File: config.mk
export PLATFORM = sky130hd
export DESIGN_NAME = cpg_guard
export DESIGN_NICKNAME = d
export VERILOG_FILES = /design/src/rtl/cpg_pkg.sv /design/src/rtl/cpg_guard.sv /design/src/rtl/cpg_sync.sv
export SDC_FILE = /design/constraint.sdc
export NUM_CORES = 1
export LEC_CHECK = 0
export BUFFER_PORTS_ARGS = -buffer_cell sky130_fd_sc_hd__buf_2
export CAP_MARGIN = 20
export CORE_MARGIN = 2
export CORE_UTILIZATION = 64
export DETAILED_ROUTE_END_ITERATION = 10
export PLACE_DENSITY_LB_ADDON = 0.12
export SLEW_MARGIN = 20
export SYNTH_ARGS = -nofsm -noshare
export SYNTH_HDL_FRONTEND = slang
export SYNTH_SLANG_ARGS = --single-unit
File: constraint.sdc
create_clock -name sys_clk -period 3.5 [get_ports sys_clk]
set_input_delay 0.175 -clock sys_clk [delete_from_list [all_inputs] [get_ports sys_clk]]
set_output_delay 0.175 -clock sys_clk [all_outputs]
set_load 0.02 [all_outputs]
File: src/rtl/cpg_pkg.sv
// Constants and carrier types for the CAN transceiver mode and guard logic.
// Assumes a single 125 MHz clock; pins are synchronised inside the block.
//
// How it works
// - With supply low or off, bus data still reaches rx at up to 5 Mbit/s.
// - Forced-receive-only holds the transmitter off so the bus is released.
// - Supply back above threshold returns the block to normal, or to receive-only if the select input is high.
// - Transmit held dominant past the time-out disables the transmitter.
// - The time-out is at least 1 ms, so shorter dominant phases pass.
// - The timer clears only after 200 ns of recessive transmit input.
// - The receive-only select input never changes the dominant timer state.
// - Overtemperature turns the transmitter off while reception goes on.
// - Forced-receive-only follows reset, and otherwise only undervoltage longer than the delay.
// - Undervoltage disables the transmitter at once, before the mode change.
package cpg_pkg;

  localparam int unsigned CLK_HZ = 125_000_000;
  // Dominant time-out, least value in microseconds
  localparam int unsigned DOM_TIMEOUT_US = 1000;
  localparam int unsigned DOM_TIMEOUT_CYC = DOM_TIMEOUT_US * (CLK_HZ / 1_000_000);
  // Recessive time needed to clear the timer, in nanoseconds
  localparam int unsigned TXD_RELEASE_NS = 200;
  localparam int unsigned TXD_RELEASE_CYC =
    (TXD_RELEASE_NS * (CLK_HZ / 1_000_000) + 999) / 1000;
  // Undervoltage persistence before forced-receive-only, in microseconds
  localparam int unsigned UV_DELAY_US = 100;
  localparam int unsigned UV_DELAY_CYC = UV_DELAY_US * (CLK_HZ / 1_000_000);

  typedef enum logic [1:0] {
    CPG_NORMAL = 2'b00,
    CPG_RX_ONLY = 2'b01,
    CPG_FORCED_RX = 2'b10
  } cpg_mode_t;

  // Fault flags reported outward
  typedef struct packed {
    logic dom_timeout;
    logic supply_uv;
    logic over_temp;
  } cpg_fault_t;

endpackage

File: src/rtl/cpg_guard.sv
// Mode control and dominant-guard logic of a CAN transceiver.
// Assumes pins arrive asynchronously; bus driver is outside this module.
`timescale 1ns/100ps
module cpg_guard
  import cpg_pkg::*;
#(
  parameter int unsigned DOM_TIMEOUT = DOM_TIMEOUT_CYC,
  parameter int unsigned UV_DELAY = UV_DELAY_CYC,
  parameter int unsigned REL_CYC = TXD_RELEASE_CYC
) (
  input wire logic sys_clk, // 125 MHz clock
  input wire logic rst, // Async reset, active high
  input wire logic txd_pin, // Transmit input, low is dominant
  input wire logic receive_only_select, // High requests receive-only
  input wire logic transmitter_supply_undervoltage, // Supply below threshold
  input wire logic over_temp_pin, // Die overtemperature flag
  input wire logic bus_rx_pin, // Receiver comparator, low is dominant
  output logic drive_dominant, // Drive bus dominant
  output logic rxd_out, // Receive output to controller
  output logic tx_enabled, // Transmitter stage enabled
  output cpg_mode_t mode, // Present operating mode
  output cpg_fault_t faults // Live fault flags
);

  localparam int unsigned TW = $clog2(DOM_TIMEOUT + 1);
  localparam int unsigned UW = $clog2(UV_DELAY + 1);
  localparam int unsigned RW = $clog2(REL_CYC + 1);

  // Saturating increment of a count toward a limit
  function automatic logic [31:0] sat_inc(input logic [31:0] v,
                                          input logic [31:0] lim);
    sat_inc = (v >= lim) ? lim : v + 32'h0000_0001;
  endfunction

  typedef struct packed {
    cpg_mode_t mode;
    logic [TW-1:0] dom_cnt;
    logic [UW-1:0] uv_cnt;
    logic [RW-1:0] rel_cnt;
    logic dom_to;
    logic drive;
    logic rxd;
    logic txen;
    cpg_fault_t flt;
  } cpg_state_t;

  cpg_state_t st_q;
  cpg_state_t st_d;
  logic [4:0] pins_s;
  logic txd_s;
  logic rm_s;
  logic uv_s;
  logic ot_s;
  logic rx_s;

  // Two-flop synchronisers for all pins
  cpg_sync #(.W(5)) u_sync (
    .sys_clk(sys_clk),
    .rst(rst),
    .pin_in({txd_pin, receive_only_select, transmitter_supply_undervoltage,
             over_temp_pin, bus_rx_pin}),
    .rst_val(5'h1f),
    .sync_out(pins_s)
  );

  assign {txd_s, rm_s, uv_s, ot_s, rx_s} = pins_s;

  // Next-state logic
  always_comb
  begin
    logic tx_ok;
    tx_ok = 1'b0;
    st_d = st_q;
    // Receiver always passes bus data, any mode
    st_d.rxd = rx_s;
    // Dominant timer depends only on transmit input, not select
    if (!txd_s)
    begin
      st_d.rel_cnt = '0;
      st_d.dom_cnt = TW'(sat_inc(32'(st_q.dom_cnt), DOM_TIMEOUT));
      // Full time-out length passes before the cut
      if (32'(st_q.dom_cnt) >= DOM_TIMEOUT)
      begin
        st_d.dom_to = 1'b1;
      end
    end
    else
    begin
      st_d.rel_cnt = RW'(sat_inc(32'(st_q.rel_cnt), REL_CYC));
      if (32'(st_q.rel_cnt) + 32'h1 >= REL_CYC)
      begin
        st_d.dom_cnt = '0;
        st_d.dom_to = 1'b0;
      end
    end
    // Undervoltage persistence counter
    if (uv_s)
    begin
      st_d.uv_cnt = UW'(sat_inc(32'(st_q.uv_cnt), UV_DELAY));
    end
    else
    begin
      st_d.uv_cnt = '0;
    end
    // Mode machine
    case (st_q.mode)
      CPG_NORMAL, CPG_RX_ONLY:
      begin
        if (uv_s && 32'(st_q.uv_cnt) >= UV_DELAY)
        begin
          st_d.mode = CPG_FORCED_RX;
        end
        else
        begin
          st_d.mode = rm_s ? CPG_RX_ONLY : CPG_NORMAL;
        end
      end
      CPG_FORCED_RX:
      begin
        if (!uv_s)
        begin
          st_d.mode = rm_s ? CPG_RX_ONLY : CPG_NORMAL;
        end
      end
      default:
      begin
        st_d.mode = CPG_FORCED_RX;
      end
    endcase
    // Transmitter gate: any fault or non-normal mode blocks it
    tx_ok = (st_d.mode == CPG_NORMAL) && !uv_s && !ot_s && !st_d.dom_to;
    st_d.txen = tx_ok;
    st_d.drive = tx_ok && !txd_s;
    st_d.flt.dom_timeout = st_d.dom_to;
    st_d.flt.supply_uv = uv_s;
    st_d.flt.over_temp = ot_s;
  end

  // State register
  always_ff @(posedge sys_clk or posedge rst)
  begin
    if (rst)
    begin
      st_q.mode <= CPG_FORCED_RX;
      st_q.dom_cnt <= '0;
      st_q.uv_cnt <= '0;
      st_q.rel_cnt <= '0;
      st_q.dom_to <= 1'b0;
      st_q.drive <= 1'b0;
      st_q.rxd <= 1'b1;
      st_q.txen <= 1'b0;
      st_q.flt <= '0;
    end
    else
    begin
      st_q <= st_d;
    end
  end

  assign drive_dominant = st_q.drive;
  assign rxd_out = st_q.rxd;
  assign tx_enabled = st_q.txen;
  assign mode = st_q.mode;
  assign faults = st_q.flt;

  // Dominant output only with transmitter enabled
  AST_DRIVE_GATED: assert property (
    @(posedge sys_clk) disable iff (rst)
    drive_dominant |-> tx_enabled)
    else $error("dominant driven with transmitter off");

  // Forced mode never enables transmitter
  AST_FORCED_NO_TX: assert property (
    @(posedge sys_clk) disable iff (rst)
    (mode == CPG_FORCED_RX) |-> !tx_enabled)
    else $error("transmitter on in forced receive");

  // Receive output follows the bus three cycles later
  AST_RX_PASS: assert property (
    @(posedge sys_clk) disable iff (rst)
    ##3 rxd_out == $past(bus_rx_pin, 3))
    else $error("receive output does not follow bus");

  // Supply undervoltage blocks transmitter next cycle
  AST_UV_IMMEDIATE: assert property (
    @(posedge sys_clk) disable iff (rst)
    uv_s |=> !tx_enabled)
    else $error("transmitter on during undervoltage");

  // Overtemperature blocks transmitter
  AST_OT_OFF: assert property (
    @(posedge sys_clk) disable iff (rst)
    ot_s |=> !tx_enabled && !drive_dominant)
    else $error("transmitter on during overtemperature");

  // Forced mode entry requires persisted undervoltage
  AST_UV_DELAY: assert property (
    @(posedge sys_clk) disable iff (rst)
    (mode != CPG_FORCED_RX) ##1 (mode == CPG_FORCED_RX)
      |-> 32'($past(st_q.uv_cnt)) >= UV_DELAY)
    else $error("forced mode entered too early");

  // Recovery leaves forced mode in one cycle
  AST_RECOVER: assert property (
    @(posedge sys_clk) disable iff (rst)
    (mode == CPG_FORCED_RX && !uv_s) |=> (mode != CPG_FORCED_RX))
    else $error("no recovery from forced mode");

  // Time-out flag never raised before the full least duration
  AST_TO_MIN: assert property (
    @(posedge sys_clk) disable iff (rst)
    $rose(st_q.dom_to) |-> 32'($past(st_q.dom_cnt)) >= DOM_TIMEOUT)
    else $error("time-out before least duration");

  // Time-out releases the bus
  AST_TO_RELEASE: assert property (
    @(posedge sys_clk) disable iff (rst)
    st_q.dom_to |-> !drive_dominant)
    else $error("bus held dominant after time-out");

  // Normal mode, no fault: dominant follows transmit input
  AST_NORMAL_FOLLOW: assert property (
    @(posedge sys_clk) disable iff (rst)
    (st_d.mode == CPG_NORMAL && !uv_s && !ot_s && !st_d.dom_to && !txd_s)
      |=> drive_dominant)
    else $error("normal mode fails to drive dominant");

endmodule // cpg_guard

File: src/rtl/cpg_sync.sv
// Two-flop synchroniser for a bundle of asynchronous pin levels.
// Assumes inputs come from pins outside the sys_clk domain.
`timescale 1ns/100ps
module cpg_sync #(
  parameter int unsigned W = 4
) (
  input wire logic sys_clk, // System clock
  input wire logic rst, // Async reset, active high
  input wire logic [W-1:0] pin_in, // Raw pin levels
  input wire logic [W-1:0] rst_val, // Unused at reset, kept for sizing
  output logic [W-1:0] sync_out // Synchronised levels
);
  typedef struct packed {
    logic [W-1:0] s1;
    logic [W-1:0] s2;
  } cpg_sync_st_t;

  cpg_sync_st_t st_q;
  cpg_sync_st_t st_d;

  // Next state: first stage feeds only the second
  always_comb
  begin
    st_d = st_q;
    st_d.s1 = pin_in;
    st_d.s2 = st_q.s1;
  end

  // Registers, reset to recessive/idle ones
  always_ff @(posedge sys_clk or posedge rst)
  begin
    if (rst)
    begin
      st_q <= '1;
    end
    else
    begin
      st_q <= st_d;
    end
  end

  assign sync_out = st_q.s2;
endmodule // cpg_sync

# [Yosys cells after proc, flatten, opt, wreduce, memory -nomap -nowiden]
# Cells that the tools add are included.
[word_totals] inputBits=7 reg_bits=54 word_cells=47
[op_classes] n_lt_le_gt_ge=4 addsub=3 eq_ne=3 muxes=13 n_reduce_logical=12
[op_table] cell="$mux 17" n=3
[op_table] cell="$mux 14" n=2
[op_table] cell="$add 17x1->17 const B" n=1
[op_table] cell="$ge 17x17->1 const B" n=1
[op_table] cell="$add 14x1->14 const B" n=1
[op_table] cell="$ge 14x14->1 const B" n=1
[op_table] cell="$add 5x1->6 const B" n=1
[op_table] cell="$ge 6x5->1 const B" n=1
[op_table] cell="$mux 6" n=1
[op_table] cell="$ge 5x5->1 const B" n=1
[op_table] cell="$logic_and 1x1->1" n=5
[op_table] cell="$mux 5" n=1
[op_table] cell="$logic_not 1->1" n=4
[op_table] cell="$logic_not 2->1" n=2
[op_table] cell="$mux 2" n=2
[op_table] cell="$pmux 2 s2" n=1
[op_table] cell="$mux 1" n=3
[op_table] cell="$eq 2x1->1 const B" n=1
[op_table] cell="$eq 2x2->1 const B" n=1
[op_table] cell="$ne 2x2->1 const B" n=1
[op_table] cell="$reduce_or 2->1" n=1

# [Logic depth before layout (Yosys ltp)]
# Gate-level depths: netlist of run 1.
[depth] depth_word=9 mapped_depth=6 ltp_nobuf=5

# [Cells and area by module]
# A second synthesis of run 1 with hierarchy kept.
[unflattened] cells_unflattened=260 area_unflattened_um2=2668.8
[by_module_without_submodules] mod="cpg_guard" area_per_inst_um2=2402.3 instances=1 seq_area_each_um2=1103.6 cells_per_inst=249
[by_module_without_submodules] mod="cpg_sync" area_per_inst_um2=266.5 instances=1 seq_area_each_um2=262.8 cells_per_inst=11

# [Worst setup path after synthesis of run 1]
# Ideal clock, no wire load.
[synth_path] path_type="reg2reg" from="register st_q[26] in the netlist's numbering" to="register st_q[36] in the netlist's numbering" path_stages_with_launch=6 required_time_ns=3.435 period_less_slack_ns=1.551 slack_ns=1.949 t_arrival_ns=1.486 setup_ns=0.065 path_cell_list="dfrtp_1 -> ha_1 -> and4_1 -> and3_1 -> o311ai_0 -> o21a_1"
[synth_via] elab_chain_cells=3
[synth_lines] item="start, declared" line="cpg_guard.sv:47" source="cpg_state_t st_q;"
[synth_lines] item="start signal, assigned" line="cpg_guard.sv:156" source="st_q <= st_d;"
[synth_lines] item="$add 17x1->17 or $ge 17x17->1 (tied branches)" line="cpg_guard.sv:32" source="sat_inc = (v >= lim) ? lim : v + 32'h0000_0001;"
[synth_lines] item="$mux 17 (*)" line="cpg_guard.sv:32"
[synth_lines] item="$mux 17 (*)" line="cpg_guard.sv:77" source="if (!txd_s)"
# Every way passes the cells marked *; elsewhere a longest branch is shown, timed or not.
# A chain may end at the register's enable or synchronous reset.

# [Final worst setup path of run 1]
[layout_path] from="register st_q[30] in the netlist's numbering" to="register st_q[35] in the netlist's numbering"
# Same word-level chain as after synthesis.

==> metrics.md, run 1 <==
| Metric | Value |
|---|---|
| GRT Total Usage | `0.2417` |
| Share of cells above drive strength 1 | `0.1673` |
| Dominant delay contributor by cell family on the critical path | `compound AO/OA/AOI/OAI gates` |
| DIE AREA | `about 4600 um2` |
| Routed Antenna Nets | `0` |
| Fin Setup TNS | `0 ps` |
| Met3 usage | `0.05167` |
| Detailed Routing Iterations Pass 1 | `4` |
| Drt drc | `0` |
| Crit path DAT | `about 2200 ps` |
| Final #Nets | `269` |
| First-pass GRT wire length | `roughly 8.3 mm` |
| Peak Freq | `approximately 0.5 GHz` |
| Top post-synthesis cells by area | `dfrtp_1 40%, dfstp_2 12%, nand2_1 3.0%` |
| Resize count post-CTS | `0` |
| Syn nets | `approximately 250` |
| Slowest stage delay, CP | `580 ps` |
| Post-Synthesis Cell Area | `between 2000 and 3000 um2` |
| Max-slew violations | `0` |
| Crit end category | `flip-flop` |
| Crit-path cells | `o31ai_1 > a311oi_2 > buf_4 > nor3b_1 > o31a_1` |
| I/O pin cnt | `15` |
| Core area | `a little under 4000 um2` |
| Fraction of the mapped netlist area in adder cells | `0.02887` |
| Yosys top cell by area | `dfrtp_1` |
| DIE WIDTH | `approximately 68 um` |
| H-tree Lvls | `2` |
| Number of global-route vias before repair | `~1,900` |
| Post-detail-place hpwl | `3.195 mm` |
| Syn Inst Count | `~240` |
| HP Class | `flip-flop to flip-flop` |
| Worst Path Buf+Inv | `1` |
| Register bit total from synthesis | `54` |
| Top_reg_cell synth | `dfrtp_1` |
| Avg Inst Size Synth | `10.79 um2` |
| Initial antenna violation count | `0` |
| Post-Route WL | `around 4.8 mm` |
| Top cell type's share of synthesized area | `0.4042` |
| Startpoint types | `flip-flop` |
| Final min period | `around 2000 ps` |
| VDD IR max | `0.3116 mV` |
| GR Util met2 | `0.4277` |
| Largest family of logic cells by synthesized area | `simple AND/OR/NAND/NOR gates` |
| Clk_skew | `between 6 and 7 ps` |
| Clock Path Buffers | `2` |
| Clock buffer count from CTS | `5` |
| Pwr Density | `433.1 nW/um2` |
| DR vias | `between 1,500 and 2,000` |
| Top post-synthesis cells by count | `42 x dfrtp_1, 21 x nand2_1, 14 x nand3_1` |
| Place WS | `between 1500 and 2000 ps` |
| Synth cell types | `48` |
| CTS root buf | `clkbuf_8` |
| Pleak | `between 1 and 1.5 nW` |
| RSZ-0062 raised after global routing | `false` |
| Final Setup Violations | `0` |
| Syn-to-layout area delta | `9.913%` |
| Register area share after synthesis | `0.5255` |
| CTS tree | `yes` |
| Wire per inst | `between 15 and 20 um` |
| Outcome | `finished clean` |
| Count leader, synth | `dfrtp_1` |
| Async S/R FF share, synth | `1.000` |
| MaxCap Viol Count | `0` |
| Tightest Pin Transition | `~700 ps` |
| Mux cell area share after synthesis | `0` |
| Largest net degree at the start of global routing | `36` |
| N_diodes | `0` |
| Top Usage Layer GRT | `met2` |
| Final WS setup | `1504 ps` |
| Synth Warn # | `0` |
| Worst slew margin | `0.5321` |
| Crit-path slowest cell | `a311oi_2` |
| Die Ht | `approximately 68 um` |
| Met1 Resource Use GR | `0.2926` |
| Crit share post-route | `0.5702` |
| Gpl congestion | `~0.79` |
| Top fanout value on the critical path | `13` |
| Starting Density | `0.6595` |
| Clk_lat worst skew | `310 ps` |
| Final Hold Vio Count | `0` |
| Cell Rows | `23` |
| Post-synthesis simple-gate area fraction | `0.2113` |
| IO buf count | `14` |
| Xor and xnor fraction of the mapped netlist area | `0.04379` |
| Post-CTS Setup Inserts | `0` |
| Clock transition at path regs | `100 ps` |
| Clock Sink Count | `54` |
| Crit Path Category | `flip-flop to flip-flop` |
| Via density | `6.088` |
| Post-synth EDFFs | `0` |
| CP required | `~3700 ps` |
| Compound-Gate Fraction of Synth Area | `0.1434` |
| DR iter-0 viols | `81` |
| Grt ovf | `0` |
flip-flops by register name, summed over array words and instances (netlist names):
register,count
rxd_out,1
tx_enabled,1
drive_dominant,1
faults,3
u_sync.st_d,5
mode,2
u_sync.sync_out,5
st_q,36
cell families (layout without fill, tap and decap cells):
family,count (synthesis),count (layout)
AND/OR/NAND/NOR,95,95
flip-flops,54,54
AO/OA/AOI/OAI,49,49
buffers and inverters,24,40
XOR/XNOR,13,13
adder cells (fa/ha/maj),6,6
cells in the final DEF (no fill, tap or decap), types with 2 or more instances in the layout:
cell type,instances
and3_1,3
a31oi_1,3
buf_4,3
nor4b_1,2
dfstp_2,12
nor3_1,5
a21o_1,2
o21a_1,10
nand2_1,21
o31ai_1,4
nand3_1,14
dfrtp_1,42
nor3b_1,9
o211ai_1,6
o41a_1,2
nand4_1,9
and2_1,4
buf_2,14
nor4_1,7
o311ai_0,3
xnor2_1,4
dlygate4sd3_1,6
a221o_1,2
ha_1,6
and4_1,4
o21ai_0,5
clkbuf_8,6
o31a_1,2
nor2_1,10
inv_1,7
xor2_1,9
power breakdown:
group | internal [mW] | leakage (nW) | switching (mW)
logic | 0.0421 | 0.480 | 0.0475
clock network | 0.235 | 0.0618 | 0.203
registers | 0.660 | 0.694 | 0.0494
through the flow:
step	instance area (um2)	util	hold WS, ps	instances	total power, mW
finish	2858	0.7248	356.8	307	1.238
global route	2858	0.7248	361.1	307	1.293
CTS	2854	0.7239	358.2	307	1.251
detailed placement	2673	0.6779	281.1	293	0.8069
global placement	2673	0.6779	279.6	293	0.8018
floorplan	2600	-	179.5	241	0.7781
worst register-to-register path, cell delays in order, from the launching register on:
cell,delay (ps)
dfrtp_1,540
o31ai_1,130
a311oi_2,580
buf_4,300
nor3b_1,70
o31a_1,260
routing by layer:
| metal | wire [um] | vias up |
|---|---|---|
| li1 | - | 912 |
| met1 | 2094 | 923 |
| met2 | 2473 | 28 |
| met3 | 142 | 6 |
| met4 | 63 | 0 |
| met5 | 0 | - |
layout make-up:
cell class	count	area, um2
tap	50	62.56
fill	282	1085
clock buffer	6	82.58
timing repair buffer	23	152.6
inverter	9	33.78
clock inverter	2	38.79
sequential	54	1366
multi-input combinational	163	1121
final timing paths:
check | startpoint | end | slack (ps) | depth (start not counted)
max in group asynchronous | rst | mode[1] | 2210 | 4
setup / recovery | st_q[30] | st_q[35] | 1500 | 5
min in group asynchronous | rst | st_q[27] | 520 | 3
hold / removal | u_sync.st_d[3] | u_sync.sync_out[3] | 360 | 0
setup reg to reg | st_q[30] | st_q[35] | 1500 | 5
hold reg to reg | u_sync.st_d[3] | u_sync.sync_out[3] | 360 | 0
repair_timing:
| action | CTS | global route |
|---|---|---|
| hold endpoints to repair | 30 | 0 |
| setup endpoints to repair | 0 | 0 |
| hold buffers | 6 | 0 |
(Power assumes the default switching activity.)
==> run 2: changes to the inputs <==
--- a/config.mk
+++ b/config.mk
@@ -8,7 +8,7 @@
 export BUFFER_PORTS_ARGS = -buffer_cell sky130_fd_sc_hd__buf_2
 export CAP_MARGIN = 20
 export CORE_MARGIN = 2
-export CORE_UTILIZATION = 64
+export CORE_UTILIZATION = 60
 export DETAILED_ROUTE_END_ITERATION = 10
 export PLACE_DENSITY_LB_ADDON = 0.12
 export SLEW_MARGIN = 20
==> constraint.sdc (replaced) <==
create_clock -name sys_clk -period 2.05 [get_ports sys_clk]
set_input_delay 0.1025 -clock sys_clk [delete_from_list [all_inputs] [get_ports sys_clk]]
set_output_delay 0.1025 -clock sys_clk [all_outputs]
set_load 0.02 [all_outputs]
==> metrics.md, run 2 (same netlist as run 1, synthesis figures left out) <==
| Metric | Value |
|---|---|
| H-tree Lvls | `2 (unchanged)` |
| Drt drc | `0 (unchanged)` |
| Share of cells above drive strength 1 | `0.1762 (+0.008930)` |
| Tightest Pin Transition | `612.2 ps (-88.62 ps)` |
| Pleak | `1.250 nW (+1.1%)` |
| Top fanout value on the critical path | `15 (+2)` |
| Largest net degree at the start of global routing | `30 (-17%)` |
| Final min period | `1766 ps (-230.0 ps)` |
| Crit-path slowest cell | `dfrtp_1` |
| Starting Density | `0.6363 (-0.02322)` |
| CP required | `2260 ps (-1430 ps)` |
| Gpl congestion | `0.8348 (+6.0%)` |
| Clock Sink Count | `54 (unchanged)` |
| I/O pin cnt | `15 (unchanged)` |
| Crit-path cells | `o31ai_1 > a311oi_2 > buf_4 > nor3b_1 > o31a_1` |
| CTS root buf | `clkbuf_8` |
| Post-detail-place hpwl | `3.165 mm (-0.93%)` |
| DIE WIDTH | `69.83 um (+3.1%)` |
| N_diodes | `0 (unchanged)` |
| First-pass GRT wire length | `8.493 mm (+2.2%)` |
| Max reg flops | `36 (unchanged)` |
| Fillcell total | `325 (+15%)` |
| Seq. cell area | `1366 um2 (unchanged)` |
| Outcome | `finished clean` |
| GRT Total Usage | `0.2165 (-0.02514)` |
| Fin Setup TNS | `0 ps (unchanged)` |
| Wire per inst | `15.11 um (-2.8%)` |
| Placed cell areas | `2715 um2 (+1.6%)` |
| Clock transition at path regs | `100 ps (about the same)` |
| Switching power | `0.5368 mW (+79%)` |
| Pwr Density | `696.6 nW/um2 (+61%)` |
| MaxCap Viol Count | `0 (unchanged)` |
| Slowest stage delay, CP | `480 ps (-100 ps)` |
| Max-slew violations | `0 (unchanged)` |
| Comb pwr share | `0.094 (+0.022)` |
| Detailed Routing Iterations Pass 1 | `4 (unchanged)` |
| Design Area, Final | `2873 um2 (+0.53%)` |
| Crit Path Category | `flip-flop to flip-flop` |
| Clk pwr share | `0.311 (-0.043)` |
| Commonest cells after routing, fill and taps aside | `42 x dfrtp_1, 21 x nand2_1, 14 x nand3_1, 14 x buf_2, 12 x dfstp_2` |
| DR iter-0 viols | `125 (+54%)` |
| Number of global-route vias before repair | `1,850 (-0.32%)` |
| Syn-to-layout area delta | `10.49%` |
| Post-Route WL | `4.699 mm (-1.6%)` |
| Place WS | `318.3 ps (-1199 ps)` |
| Routed Antenna Nets | `0 (unchanged)` |
| Die Ht | `69.83 um (+3.1%)` |
| Most common cell after layout, fill and taps aside | `dfrtp_1` |
| Final Hold Vio Count | `0 (unchanged)` |
| Clock Path Buffers | `2 (unchanged)` |
| Peak Freq | `0.5663 GHz (+13%)` |
| Biggest register | `st_q` |
| Via density | `5.923 (-2.7%)` |
| IO buf count | `14 (unchanged)` |
| DIE AREA | `4876 um2 (+6.3%)` |
| HP Class | `flip-flop to flip-flop` |
| DR vias | `1,842 (-1.4%)` |
| Final WS setup | `284.2 ps (-1220 ps)` |
| Worst slew margin | `0.5913 (+0.05916)` |
| R2r setup slk | `280 ps (-1220 ps)` |
| Core area | `4086 um2 (+3.6%)` |
| Sw Ratio | `0.2682 (+0.02570)` |
| Clock buffer count from CTS | `5 (unchanged)` |
| Seq pwr share | `0.595 (+0.022)` |
| Multi-input gate area | `1117 um2 (-0.34%)` |
| Clk_skew | `6.271 ps (-0.4406 ps)` |
| VDD IR max | `0.4498 mV (+44%)` |
| RSZ-0062 raised after global routing | `false` |
| Initial antenna violation count | `0 (unchanged)` |
| WHS | `356.6 ps (-0.1890 ps)` |
| Crit path DAT | `1980 ps (-210 ps)` |
| Cell Rows | `23 (unchanged)` |
| Final Setup Violations | `0 (unchanged)` |
| Crit end category | `flip-flop` |
| Clk_lat worst skew | `310 ps (about the same)` |
| CTS tree | `yes` |
| Grt ovf | `0 (unchanged)` |
| Crit share post-route | `0.8613 (+0.2911)` |
| Internal power | `1.464 mW (+56%)` |
| Startpoint types | `flip-flop` |
| Final #Nets | `273 (+1.5%)` |
## run 2: cell types whose count changed in the layout (fill, tap and decap cells not counted), sizes merged
cell / delta
clkbuf: -1
buf: +4
clkinv: +2
bufinv: -1
## run 2: worst max-delay path: cells and delay by family (launching register included)
family / cells / cell delay [ps]
AO/OA/AOI/OAI: 3 / 820
flip-flops: 1 / 480
buffers and inverters: 1 / 290
AND/OR/NAND/NOR: 1 / 70
## run 2: power by group through the flow
stage	Sequential, mW	Combinational [mW]	Clock (mW)
after floorplan	1.20	0.133	0
after global placement	1.21	0.176	0
after detailed placement	1.21	0.180	0
after CTS	1.19	0.189	0.645
after global routing	1.20	0.216	0.679
final	1.19	0.187	0.622
## run 2: through the flow
stage,utilization,instances,power (mW)
5_1_grt,0.7030,311,2.099
3_3_place_gp,0.6644,297,1.383
2_1_floorplan,-,241,1.328
3_5_place_dp,0.6644,297,1.392
6_report,0.7030,311,2.001
4_1_cts,0.7030,311,2.026
## run 2: final cells by class
type,instances,area share
clock buffers,5,0.02395
flip-flops and latches,54,0.4756
repair buffers,27,0.06794
clock inverters,3,0.01002
multi-input cells,163,0.3889
inverters,9,0.01176
well taps,50,0.02178
## run 2: layer usage
layer / up-vias / track usage / part of all wire
met1: 886 / 0.2903 / 0.46
met5: - / 0 / 0
met2: 29 / 0.3524 / 0.50
met3: 6 / 0.03924 / 0.028
met4: 0 / 0.08120 / 0.016
li1: 921 / - / -
## run 2: path summary, 6_finish.rpt
path | startpoint | endpoint | depth (start not counted)
setup reg to reg | st_q[31] | st_q[35] | 5
hold / removal | u_sync.st_d[1] | u_sync.sync_out[1] | 0
max in group asynchronous | rst | mode[1] | 4
setup / recovery | st_q[31] | st_q[35] | 5
min in group asynchronous | rst | faults[0] | 3
hold reg to reg | u_sync.st_d[1] | u_sync.sync_out[1] | 0
## run 2: timing repair
action / 4_1_cts / 5_1_grt
hold endpoints to repair: 23 / 0
hold buffers: 6 / 0
setup buffers: 0 / 0
gates resized for setup: 0 / 0
